==> src/ocd_pkg.sv <==
// shared constants and carrier types for the output clock divider pair
package ocd_pkg;
	// register indices; byte address is four times the index
	localparam logic [9:0] OCD_IDX_DIV0_COUNTS = 10'h190;
	localparam logic [9:0] OCD_IDX_DIV0_CTRL = 10'h191;
	localparam logic [9:0] OCD_IDX_DIV0_ROUTE = 10'h192;
	localparam logic [9:0] OCD_IDX_DIV1_COUNTS = 10'h193;
	localparam logic [9:0] OCD_IDX_DIV1_CTRL = 10'h194;
	localparam logic [9:0] OCD_IDX_SRC_SEL = 10'h1e1;
	localparam logic [9:0] OCD_IDX_STATUS = 10'h1e2;
	localparam int OCD_ADDR_W = 12;
	// field positions
	localparam int OCD_LOW_MSB = 7;
	localparam int OCD_LOW_LSB = 4;
	localparam int OCD_HIGH_MSB = 3;
	localparam int OCD_HIGH_LSB = 0;
	localparam int OCD_BYPASS_BIT = 7;
	localparam int OCD_NOSYNC_BIT = 6;
	localparam int OCD_FORCE_BIT = 5;
	localparam int OCD_START_BIT = 4;
	localparam int OCD_PHASE_MSB = 3;
	localparam int OCD_PHASE_LSB = 0;
	localparam int OCD_DIRECT_BIT = 1;
	localparam int OCD_DCC_OFF_BIT = 0;
	// reset values
	localparam logic [7:0] OCD_RST_COUNTS = 8'h00;
	localparam logic [7:0] OCD_RST_DIV0_CTRL = 8'h80;
	localparam logic [7:0] OCD_RST_DIV1_CTRL = 8'h00;
	localparam logic [7:0] OCD_RST_ROUTE = 8'h00;
	localparam logic [1:0] OCD_RST_SRC_SEL = 2'h0;
	// global source selector encodings
	localparam logic [1:0] OCD_SRC_EXT = 2'h0;
	localparam logic [1:0] OCD_SRC_DIV = 2'h1;
	localparam logic [1:0] OCD_SRC_OSC = 2'h2;
	// axi responses
	localparam logic [1:0] OCD_RESP_OKAY = 2'h0;
	localparam logic [1:0] OCD_RESP_SLVERR = 2'h2;
	// divider sequencer states, gray along hold -> phase -> run
	typedef enum logic [1:0] {
		OCD_ST_HOLD = 2'b00,
		OCD_ST_PHASE = 2'b01,
		OCD_ST_RUN = 2'b11
	} ocd_state_e;
	// one divider's settings
	typedef struct packed {
		logic [3:0] low_cnt;
		logic [3:0] high_cnt;
		logic bypass;
		logic nosync;
		logic force_high;
		logic start_high;
		logic [3:0] phase;
	} ocd_div_cfg_s;
endpackage

==> src/ocd_divider.sv <==
// one programmable integer divider with sync restart, phase offset and forcing
`timescale 1ns/1ps
module ocd_divider (
	input wire logic clk,
	input wire logic rst_n,
	input ocd_pkg::ocd_div_cfg_s cfg,
	input wire logic chip_sync,
	output logic div_out,
	output logic running
);
	import ocd_pkg::*;

	ocd_state_e st_r;
	logic [3:0] cnt_r;
	logic q_r;
	logic sync_hit;
	logic toggle;

	// sync is honoured only when the divider is not told to ignore it
	assign sync_hit = chip_sync && !cfg.nosync;
	assign toggle = (st_r == OCD_ST_RUN) && (cnt_r == 4'h0);
	assign running = (st_r == OCD_ST_RUN);

	// sequencer and counter; bypass parks the sequencer in hold with the counter cleared, acting as power-down
	always_ff @(posedge clk or negedge rst_n) begin
		if (!rst_n) begin
			st_r <= OCD_ST_HOLD;
			cnt_r <= 4'h0;
			q_r <= 1'b0;
		end else if (cfg.bypass) begin
			st_r <= OCD_ST_HOLD;
			cnt_r <= 4'h0;
		end else if (sync_hit) begin
			st_r <= OCD_ST_HOLD;
			cnt_r <= 4'h0;
			q_r <= cfg.start_high;
		end else if (chip_sync && cfg.nosync) begin
			q_r <= cfg.force_high;
		end else begin
			case (st_r)
				OCD_ST_HOLD: begin
					q_r <= cfg.start_high;
					cnt_r <= cfg.phase;
					st_r <= (cfg.phase == 4'h0) ? OCD_ST_RUN : OCD_ST_PHASE;
					if (cfg.phase == 4'h0) begin
						cnt_r <= cfg.start_high ? cfg.high_cnt : cfg.low_cnt;
					end
				end
				OCD_ST_PHASE: begin
					// start level waits out the phase offset
					if (cnt_r == 4'h1) begin
						st_r <= OCD_ST_RUN;
						cnt_r <= q_r ? cfg.high_cnt : cfg.low_cnt;
					end else begin
						cnt_r <= cnt_r - 4'h1;
					end
				end
				OCD_ST_RUN: begin
					if (toggle) begin
						q_r <= !q_r;
						cnt_r <= q_r ? cfg.low_cnt : cfg.high_cnt;
					end else begin
						cnt_r <= cnt_r - 4'h1;
					end
				end
				default: begin
					st_r <= OCD_ST_HOLD;
				end
			endcase
		end
	end

	// clock mux: bypass passes the input clock straight through, glitchy on switch
	assign div_out = cfg.bypass ? clk : q_r;

	// length of the current output level, for checking only
	// seg_r keeps the count loaded at the last reload, since a mid-level write moves cfg
	logic [4:0] len_r;
	logic clean_r;
	logic [3:0] seg_r;
	always_ff @(posedge clk or negedge rst_n) begin
		if (!rst_n) begin
			len_r <= 5'h0;
			clean_r <= 1'b0;
			seg_r <= 4'h0;
		end else if (st_r != OCD_ST_RUN || cfg.bypass || chip_sync) begin
			len_r <= 5'h1;
			clean_r <= 1'b0;
		end else if (toggle) begin
			len_r <= 5'h1;
			clean_r <= 1'b1;
			seg_r <= q_r ? cfg.low_cnt : cfg.high_cnt;
		end else begin
			len_r <= len_r + 5'h1;
		end
	end

	low_len_a: assert property (@(posedge clk) disable iff (!rst_n)
		toggle && clean_r && !q_r && !cfg.bypass && !chip_sync
		|-> len_r == {1'b0, seg_r} + 5'h1)
		else $error("low level length wrong");
	high_len_a: assert property (@(posedge clk) disable iff (!rst_n)
		toggle && clean_r && q_r && !cfg.bypass && !chip_sync
		|-> len_r == {1'b0, seg_r} + 5'h1)
		else $error("high level length wrong");
	bypass_pd_a: assert property (@(posedge clk) disable iff (!rst_n)
		cfg.bypass |=> st_r == OCD_ST_HOLD && cnt_r == 4'h0)
		else $error("counters run in bypass");
	sync_obey_a: assert property (@(posedge clk) disable iff (!rst_n)
		sync_hit && !cfg.bypass |=> st_r == OCD_ST_HOLD)
		else $error("sync not obeyed");
	sync_ignore_a: assert property (@(posedge clk) disable iff (!rst_n)
		chip_sync && cfg.nosync && !cfg.bypass && st_r == OCD_ST_RUN |=> st_r == OCD_ST_RUN)
		else $error("sync not ignored");
	force_lvl_a: assert property (@(posedge clk) disable iff (!rst_n)
		chip_sync && cfg.nosync && !cfg.bypass |=> q_r == $past(cfg.force_high))
		else $error("forced level wrong");
	start_lvl_a: assert property (@(posedge clk) disable iff (!rst_n)
		sync_hit && !cfg.bypass ##1 !chip_sync && !cfg.bypass |=> q_r == $past(cfg.start_high, 2))
		else $error("start level wrong");
	phase_dly_a: assert property (@(posedge clk) disable iff (!rst_n)
		st_r == OCD_ST_HOLD && !chip_sync && !cfg.bypass && cfg.phase == 4'h2 && $stable(cfg)
		|=> st_r == OCD_ST_PHASE ##1 st_r == OCD_ST_PHASE ##1 st_r == OCD_ST_RUN)
		else $error("phase offset delay wrong");
endmodule // ocd_divider

==> src/ocd_top.sv <==
// register file, axi4-lite slave and output routing for the first two dividers
//
// Behaviour
// low time is low-count field plus one input cycles; zero means one cycle.
// high time is high-count field plus one input cycles; fields reset to zero.
// second divider's low-count field uses the same plus-one encoding.
// bypass powers down counters and passes the input clock to the output.
// first divider resets bypassed, second resets dividing.
// no-sync clear obeys chip sync; set ignores it.
// force bit sets static output level; software must also set no-sync.
// start-high bit picks initial output level when counting begins.
// four-bit phase offset per divider shifts the starting phase, resets zero.
// direct bit clear feeds both pair outputs from the first divider.
// direct bit set and selector 10b routes oscillator to both outputs.
// direct bit set and selector 00b routes external clock to both outputs.
// selector 01b makes the direct bit have no effect.
// duty correction enabled when its bit is zero, disabled when one.
// period is low plus high; honoured sync restarts from start level after offset.
//
// Design decision made here: register access over AXI4-Lite.
`timescale 1ns/1ps
module ocd_top (
	input wire logic clk,
	input wire logic rst_n,
	// axi4-lite write address
	input wire logic [ocd_pkg::OCD_ADDR_W-1:0] s_axi_awaddr,
	input wire logic s_axi_awvalid,
	output logic s_axi_awready,
	// axi4-lite write data
	input wire logic [31:0] s_axi_wdata,
	input wire logic [3:0] s_axi_wstrb,
	input wire logic s_axi_wvalid,
	output logic s_axi_wready,
	// axi4-lite write response
	output logic [1:0] s_axi_bresp,
	output logic s_axi_bvalid,
	input wire logic s_axi_bready,
	// axi4-lite read address
	input wire logic [ocd_pkg::OCD_ADDR_W-1:0] s_axi_araddr,
	input wire logic s_axi_arvalid,
	output logic s_axi_arready,
	// axi4-lite read data
	output logic [31:0] s_axi_rdata,
	output logic [1:0] s_axi_rresp,
	output logic s_axi_rvalid,
	input wire logic s_axi_rready,
	// clock sources and chip-level sync
	input wire logic chip_sync,
	input wire logic internal_oscillator,
	input wire logic ext_clk,
	// output pairs
	output logic pair0_output_a,
	output logic pair0_output_b,
	output logic pair1_output_a,
	output logic pair1_output_b,
	// duty correction controls toward the output drivers
	output logic pair0_duty_correction_disable,
	output logic pair1_duty_correction_disable
);
	import ocd_pkg::*;

	// word index of an aligned byte address
	function automatic logic [9:0] word_idx(input logic [OCD_ADDR_W-1:0] addr);
		word_idx = addr[OCD_ADDR_W-1:2];
	endfunction

	// true when the address hits a mapped register
	function automatic logic is_mapped(input logic [OCD_ADDR_W-1:0] addr);
		logic [9:0] idx;
		idx = word_idx(addr);
		is_mapped = (addr[1:0] == 2'h0) &&
			(idx == OCD_IDX_DIV0_COUNTS || idx == OCD_IDX_DIV0_CTRL ||
			idx == OCD_IDX_DIV0_ROUTE || idx == OCD_IDX_DIV1_COUNTS ||
			idx == OCD_IDX_DIV1_CTRL || idx == OCD_IDX_SRC_SEL ||
			idx == OCD_IDX_STATUS);
	endfunction

	// unpack a count/control register pair into divider settings
	function automatic ocd_div_cfg_s make_cfg(input logic [7:0] counts, input logic [7:0] ctrl);
		ocd_div_cfg_s c;
		c.low_cnt = counts[OCD_LOW_MSB:OCD_LOW_LSB];
		c.high_cnt = counts[OCD_HIGH_MSB:OCD_HIGH_LSB];
		c.bypass = ctrl[OCD_BYPASS_BIT];
		c.nosync = ctrl[OCD_NOSYNC_BIT];
		c.force_high = ctrl[OCD_FORCE_BIT];
		c.start_high = ctrl[OCD_START_BIT];
		c.phase = ctrl[OCD_PHASE_MSB:OCD_PHASE_LSB];
		make_cfg = c;
	endfunction

	logic [7:0] div0_cycle_counts_r;
	logic [7:0] div0_control_r;
	logic [7:0] div0_routing_r;
	logic [7:0] div1_cycle_counts_r;
	logic [7:0] div1_control_r;
	logic [1:0] src_sel_r;

	logic aw_hold_r;
	logic [OCD_ADDR_W-1:0] awaddr_r;
	logic w_hold_r;
	logic [31:0] wdata_r;
	logic [3:0] wstrb_r;
	logic bvalid_r;
	logic [1:0] bresp_r;
	logic rvalid_r;
	logic [31:0] rdata_r;
	logic [1:0] rresp_r;
	logic wr_go;
	logic [9:0] wr_idx;
	logic wr_lane0;

	ocd_div_cfg_s div0_cfg;
	ocd_div_cfg_s div1_cfg;
	logic div0_out;
	logic div1_out;
	logic div0_running;
	logic div1_running;
	logic direct_en;
	logic pair0_src;

	// handshake readies; each channel is taken once and held until the response
	assign s_axi_awready = !aw_hold_r && !bvalid_r;
	assign s_axi_wready = !w_hold_r && !bvalid_r;
	assign s_axi_arready = !rvalid_r;
	assign s_axi_bvalid = bvalid_r;
	assign s_axi_bresp = bresp_r;
	assign s_axi_rvalid = rvalid_r;
	assign s_axi_rdata = rdata_r;
	assign s_axi_rresp = rresp_r;

	// write fires once both address and data have been taken
	assign wr_go = aw_hold_r && w_hold_r && !bvalid_r;
	assign wr_idx = word_idx(awaddr_r);
	assign wr_lane0 = wstrb_r[0];

	// capture write address and data in either order
	always_ff @(posedge clk or negedge rst_n) begin
		if (!rst_n) begin
			aw_hold_r <= 1'b0;
			awaddr_r <= '0;
			w_hold_r <= 1'b0;
			wdata_r <= 32'h0;
			wstrb_r <= 4'h0;
		end else begin
			if (s_axi_awvalid && s_axi_awready) begin
				aw_hold_r <= 1'b1;
				awaddr_r <= s_axi_awaddr;
			end else if (wr_go) begin
				aw_hold_r <= 1'b0;
			end
			if (s_axi_wvalid && s_axi_wready) begin
				w_hold_r <= 1'b1;
				wdata_r <= s_axi_wdata;
				wstrb_r <= s_axi_wstrb;
			end else if (wr_go) begin
				w_hold_r <= 1'b0;
			end
		end
	end

	// write response one cycle after both halves are in
	always_ff @(posedge clk or negedge rst_n) begin
		if (!rst_n) begin
			bvalid_r <= 1'b0;
			bresp_r <= OCD_RESP_OKAY;
		end else if (wr_go) begin
			bvalid_r <= 1'b1;
			bresp_r <= is_mapped(awaddr_r) ? OCD_RESP_OKAY : OCD_RESP_SLVERR;
		end else if (s_axi_bready) begin
			bvalid_r <= 1'b0;
		end
	end

	// register writes; only byte lane 0 carries data, status is read only
	always_ff @(posedge clk or negedge rst_n) begin
		if (!rst_n) begin
			div0_cycle_counts_r <= OCD_RST_COUNTS;
			div0_control_r <= OCD_RST_DIV0_CTRL;
			div0_routing_r <= OCD_RST_ROUTE;
			div1_cycle_counts_r <= OCD_RST_COUNTS;
			div1_control_r <= OCD_RST_DIV1_CTRL;
			src_sel_r <= OCD_RST_SRC_SEL;
		end else if (wr_go && wr_lane0 && awaddr_r[1:0] == 2'h0) begin
			case (wr_idx)
				OCD_IDX_DIV0_COUNTS: div0_cycle_counts_r <= wdata_r[7:0];
				OCD_IDX_DIV0_CTRL: div0_control_r <= wdata_r[7:0];
				OCD_IDX_DIV0_ROUTE: div0_routing_r <= wdata_r[7:0] & 8'h03;
				OCD_IDX_DIV1_COUNTS: div1_cycle_counts_r <= wdata_r[7:0];
				OCD_IDX_DIV1_CTRL: div1_control_r <= wdata_r[7:0];
				OCD_IDX_SRC_SEL: src_sel_r <= wdata_r[1:0];
				default: begin
				end
			endcase
		end
	end

	// read data registered; unmapped reads return zero with slverr
	always_ff @(posedge clk or negedge rst_n) begin
		if (!rst_n) begin
			rvalid_r <= 1'b0;
			rdata_r <= 32'h0;
			rresp_r <= OCD_RESP_OKAY;
		end else if (s_axi_arvalid && s_axi_arready) begin
			rvalid_r <= 1'b1;
			rresp_r <= is_mapped(s_axi_araddr) ? OCD_RESP_OKAY : OCD_RESP_SLVERR;
			rdata_r <= 32'h0;
			if (s_axi_araddr[1:0] == 2'h0) begin
				case (word_idx(s_axi_araddr))
					OCD_IDX_DIV0_COUNTS: rdata_r <= {24'h0, div0_cycle_counts_r};
					OCD_IDX_DIV0_CTRL: rdata_r <= {24'h0, div0_control_r};
					OCD_IDX_DIV0_ROUTE: rdata_r <= {24'h0, div0_routing_r};
					OCD_IDX_DIV1_COUNTS: rdata_r <= {24'h0, div1_cycle_counts_r};
					OCD_IDX_DIV1_CTRL: rdata_r <= {24'h0, div1_control_r};
					OCD_IDX_SRC_SEL: rdata_r <= {30'h0, src_sel_r};
					// live divider state so software can see counting
					OCD_IDX_STATUS: rdata_r <= {28'h0, div1_running, div0_running,
						div1_cfg.bypass ? 1'b0 : div1_out,
						div0_cfg.bypass ? 1'b0 : div0_out};
					default: rdata_r <= 32'h0;
				endcase
			end
		end else if (s_axi_rready) begin
			rvalid_r <= 1'b0;
		end
	end

	// settings into each divider; both share one decode of the fields
	assign div0_cfg = make_cfg(div0_cycle_counts_r, div0_control_r);
	assign div1_cfg = make_cfg(div1_cycle_counts_r, div1_control_r);

	ocd_divider u_div0 (
		.clk(clk),
		.rst_n(rst_n),
		.cfg(div0_cfg),
		.chip_sync(chip_sync),
		.div_out(div0_out),
		.running(div0_running)
	);

	ocd_divider u_div1 (
		.clk(clk),
		.rst_n(rst_n),
		.cfg(div1_cfg),
		.chip_sync(chip_sync),
		.div_out(div1_out),
		.running(div1_running)
	);

	// direct path: a clock mux, so switching sources may glitch the pair
	assign direct_en = div0_routing_r[OCD_DIRECT_BIT];
	always_comb begin
		pair0_src = div0_out;
		if (direct_en && src_sel_r == OCD_SRC_OSC) begin
			pair0_src = internal_oscillator;
		end else if (direct_en && src_sel_r == OCD_SRC_EXT) begin
			pair0_src = ext_clk;
		end
	end
	assign pair0_output_a = pair0_src;
	assign pair0_output_b = pair0_src;
	assign pair1_output_a = div1_out;
	assign pair1_output_b = div1_out;

	// correction itself lives in the analog driver; only the control is carried
	assign pair0_duty_correction_disable = div0_routing_r[OCD_DCC_OFF_BIT];
	assign pair1_duty_correction_disable = 1'b0;

	// first cycle after reset, for checking reset values
	logic first_r;
	always_ff @(posedge clk or negedge rst_n) begin
		if (!rst_n) begin
			first_r <= 1'b1;
		end else begin
			first_r <= 1'b0;
		end
	end

	reset_bypass_a: assert property (@(posedge clk) disable iff (!rst_n)
		first_r |-> div0_control_r[OCD_BYPASS_BIT] && !div1_control_r[OCD_BYPASS_BIT])
		else $error("bypass reset values wrong");
	route_div_a: assert property (@(posedge clk) disable iff (!rst_n)
		!direct_en |-> pair0_output_a == div0_out && pair0_output_b == div0_out)
		else $error("pair not fed from divider");
	route_osc_a: assert property (@(posedge clk) disable iff (!rst_n)
		direct_en && src_sel_r == OCD_SRC_OSC |-> pair0_output_a == internal_oscillator
		&& pair0_output_b == internal_oscillator)
		else $error("oscillator not routed");
	route_ext_a: assert property (@(posedge clk) disable iff (!rst_n)
		direct_en && src_sel_r == OCD_SRC_EXT |-> pair0_output_a == ext_clk)
		else $error("external clock not routed");
	route_noeff_a: assert property (@(posedge clk) disable iff (!rst_n)
		src_sel_r == OCD_SRC_DIV |-> pair0_output_b == div0_out)
		else $error("direct bit acted with divider source");
	dcc_ctrl_a: assert property (@(posedge clk) disable iff (!rst_n)
		wr_go && wr_lane0 && awaddr_r[1:0] == 2'h0 && wr_idx == OCD_IDX_DIV0_ROUTE
		|=> pair0_duty_correction_disable == $past(wdata_r[OCD_DCC_OFF_BIT]))
		else $error("duty correction control wrong");
	div1_low_a: assert property (@(posedge clk) disable iff (!rst_n)
		u_div1.toggle && u_div1.q_r && !div1_cfg.bypass && !chip_sync
		|=> u_div1.cnt_r == $past(div1_cycle_counts_r[OCD_LOW_MSB:OCD_LOW_LSB]))
		else $error("second divider low field misdecoded");
	write_resp_a: assert property (@(posedge clk) disable iff (!rst_n)
		wr_go |=> s_axi_bvalid ##0 $past(aw_hold_r && w_hold_r))
		else $error("write response missing");
endmodule // ocd_top

==> config.mk <==
export PLATFORM = sky130hd
export DESIGN_NAME = ocd_top
export DESIGN_NICKNAME = d
export VERILOG_FILES = /design/src/ocd_pkg.sv /design/src/ocd_divider.sv /design/src/ocd_top.sv
export SDC_FILE = /design/constraint.sdc
export NUM_CORES = 1
export LEC_CHECK = 0
export BUFFER_PORTS_ARGS = -buffer_cell sky130_fd_sc_hd__buf_4
export CAP_MARGIN = 20
export CORE_ASPECT_RATIO = 0.5
export CORE_UTILIZATION = 59
export DETAILED_ROUTE_END_ITERATION = 16
export PLACE_DENSITY = 0.95
export SETUP_SLACK_MARGIN = 0.2
export SLEW_MARGIN = 20
export SYNTH_ARGS = -nofsm -noshare
export SYNTH_HDL_FRONTEND = slang
export SYNTH_SLANG_ARGS = --single-unit
==> constraint.sdc <==
create_clock -name clk -period 5.94 [get_ports clk]
set_input_delay 0 -clock clk [delete_from_list [all_inputs] [get_ports clk]]
set_output_delay 0 -clock clk [all_outputs]
set_load 0.02 [all_outputs]
==> results.md <==
- Arrival @ worst endpoint: approximately 4.7 ns
- Ys flop type: dfrtp_1
- Io pins: 117
- Hold Vio Cnt, Final: 0
- Worst-Margin Slew: 1.09 ns
- Count leader, synth: dfrtp_1
- Final Power: 0.00249 W
- Distinct cell type count after synthesis: 58
- Antenna violations before repair: 1
- Slew headroom: between 20% and 30%
- Met3 Track Usage GR: 19.0%
- Routability cong.: 0.903
- Horiz. Die Dim: 132 um
- Cells on Worst Hold Path: 4
- Nets: 655
- Register area share after synthesis: around 43%
- Status: finished clean
- Clock latency on the worst-skew pair: 0.46 ns
- GRT Total Usage: 37.4%
- Pwr dens: 390 nW/um2
- CTS tree: done
- Ranking of synthesized cells by area: dfrtp_1 42%, mux2_2 14%, mux2i_1 5.4%
- Drt pass-1 iters: 6
- Port Buf Inserts: 62
- GRT met2 Usage: 56.9%
- First-pass GRT wire length: between 20000 and 25000 um
- # DRC: 0
- Worst IR drop on VDD: 0.000272 V
- Syn Area/Cell: 10.4 um2
- Syn Std Cell Area: 4990 um2
- Number of cells produced by synthesis: roughly 480
- Share of post-route cells with drive strength above 1: 29.0%
- Chip Height: 67.0 um
- P_leak: approximately 2.9 nW
- CP max FO: 2
- Yosys reg bits: 85
- GR Util met1: 40.6%
- Core region area: 8090 um2
- CP Launch Type: clock port
- Vias in the first global route: 4503
- Largest net degree at the start of global routing: 86
- Num rows: 23
- Final Skew: 0.00757 ns
- Diodes inserted: 0
- Cts hold-fix bufs: 31
- Detail Placement HPWL: 8240 um
- CTS resizes: 0
- HP Class: input port to flip-flop
- Routed len/inst: 21.7 um
- Setup TNS: 0 ns
- Commonest cells post-synth: 84 x dfrtp_1, 64 x mux2_2, 33 x nand2_1
- Vias: 4515
- CP required: 5.94 ns
- Yosys warning count: 0
- Cell taking the most area after synthesis: dfrtp_1
- Number of synthesized flops with an enable pin: 0
- Max-cap violations: 0
- Starting Density: about three fifths
- DRT iter0 DRCs: around 580
- Clk slew on worst S/H paths: 0.06 ns
- Routed Antenna Nets: 0
- Final WL: 15000 um
- Endpoints failing setup: 0
- Area grow syn2layout: 28.0%
- Via density: 6.52
- Slew Limit Fails: 0
- Top-area cell type share of the netlist area: 42.1%
- GRT Max-Usage Layer: met2
- Critical setup path kind: clock port to output pin
- Unrepaired setup endpoints after global routing: no
- CP Capture Type: output pin
- Setup Buffers After CTS: 0
- Die ar.: roughly 8900 um2
- Ys async rst share: between 90% and 100%
- R2R depth: 5
- GRT overflow: 0
through the flow:
| stage | instances | hold WS, ns | setup WS, ns | utilization (%) | area [um2] |
|---|---|---|---|---|---|
| global placement | 631 | 0.179 | 2.51 | 66.8 | 5400 |
| detailed placement | 631 | 0.186 | 2.51 | 66.8 | 5400 |
| global route | 692 | 0.0702 | 1.23 | 79.0 | 6390 |
| floorplan | 508 | -0.296 | 2.36 | - | 5090 |
| finish | 692 | 0.0479 | 1.26 | 79.0 | 6390 |
| CTS | 692 | 0.0334 | 1.25 | 78.9 | 6380 |
cell usage in the layout, fill, tap and decap left out, types with 7 or more instances in the layout:
| cell type | instances |
|---|---|
| a211oi_1 | 8 |
| a21oi_1 | 23 |
| a22oi_1 | 9 |
| buf_4 | 61 |
| clkbuf_16 | 23 |
| conb_1 | 27 |
| dfrtp_1 | 84 |
| dlygate4sd3_1 | 31 |
| ha_1 | 10 |
| inv_1 | 19 |
| mux2_2 | 64 |
| mux2i_1 | 27 |
| nand2_1 | 33 |
| nand3_1 | 7 |
| nor2_1 | 24 |
| nor3_1 | 7 |
| o21ai_0 | 23 |
logic make-up after synthesis:
logic type | after synthesis | share of synthesized area (%)
AND/OR/NAND/NOR | 117 | 12.7
AO/OA/AOI/OAI | 104 | 13.8
multiplexers | 92 | 20.3
flip-flops | 85 | 42.6
buffers and inverters | 70 | 7.47
adder cells (fa/ha/maj) | 10 | 2.51
XOR/XNOR | 3 | 0.527
other | 1 | 0.0751
power by group:
group          total, W  switching [W]  internal (W)
Sequential     0.000861       0.000171      0.000690
Combinational  0.000634       0.000340      0.000293
Clock          0.000994       0.000332      0.000662
Total           0.00249       0.000844       0.00165
path summary, 6_finish.rpt:
check,start,to,slack (ns)
max in group asynchronous,rst_n,div0_control_r[2]$_DFFE_PN0P_,5.26
hold / removal,s_axi_araddr[1],s_axi_rdata[2]$_DFFE_PN0P_,0.05
hold reg to reg,s_axi_rdata[5]$_DFFE_PN0P_,s_axi_rdata[5]$_DFFE_PN0P_,0.49
setup / recovery,clk,pair0_output_b,1.26
setup reg to reg,s_axi_bvalid$_DFFE_PN0P_,div1_control_r[7]$_DFFE_PN0P_,3.33
min in group asynchronous,rst_n,s_axi_rvalid$_DFFE_PN0P_,0.12
area by class of cell:
class	count	area (um2)
inverter	19	71.3
sequential	85	2130
fill	423	1700
timing repair buffer	89	749
tap	112	140
clock inverter	6	93.8
clock buffer	28	609
multi-input combinational	353	2590
metal layers:
layer / vias up / part of all wire, %
li1: 1882 / -
met4: 2 / 5.4
met3: 98 / 11
met5: - / 0.093
met2: 374 / 46
met1: 2159 / 37
critical path, stage by stage:
cell       delay, ns
clkbuf_16       0.12
clkbuf_16       0.13
clkbuf_16       0.13
clkbuf_16       0.13
clkbuf_16       0.14
clkbuf_16       0.14
a221oi_1        0.28
a31oi_1         0.15
clkbuf_16       0.20
clkbuf_16       0.13
buf_4           0.15
state kept, by name, summed over array words and instances, names as in the netlist:
name                 cells
u_div1.q_r               1
div1_cycle_counts_r      8
s_axi_rresp              1
s_axi_rvalid             1
s_axi_bvalid             1
u_div0.q_r               1
aw_hold_r                1
s_axi_bresp              1
u_div1.cnt_r             4
w_hold_r                 1
s_axi_rdata              8
div0_routing_r           2
u_div0.cnt_r             4
awaddr_r                12
div0_cycle_counts_r      8
div1_control_r           8
u_div1.st_r              2
wstrb_r                  1
div0_control_r           8
wdata_r                  8
u_div0.st_r              2
src_sel_r                2
No activity file was read; power rests on OpenSTA's default activity.
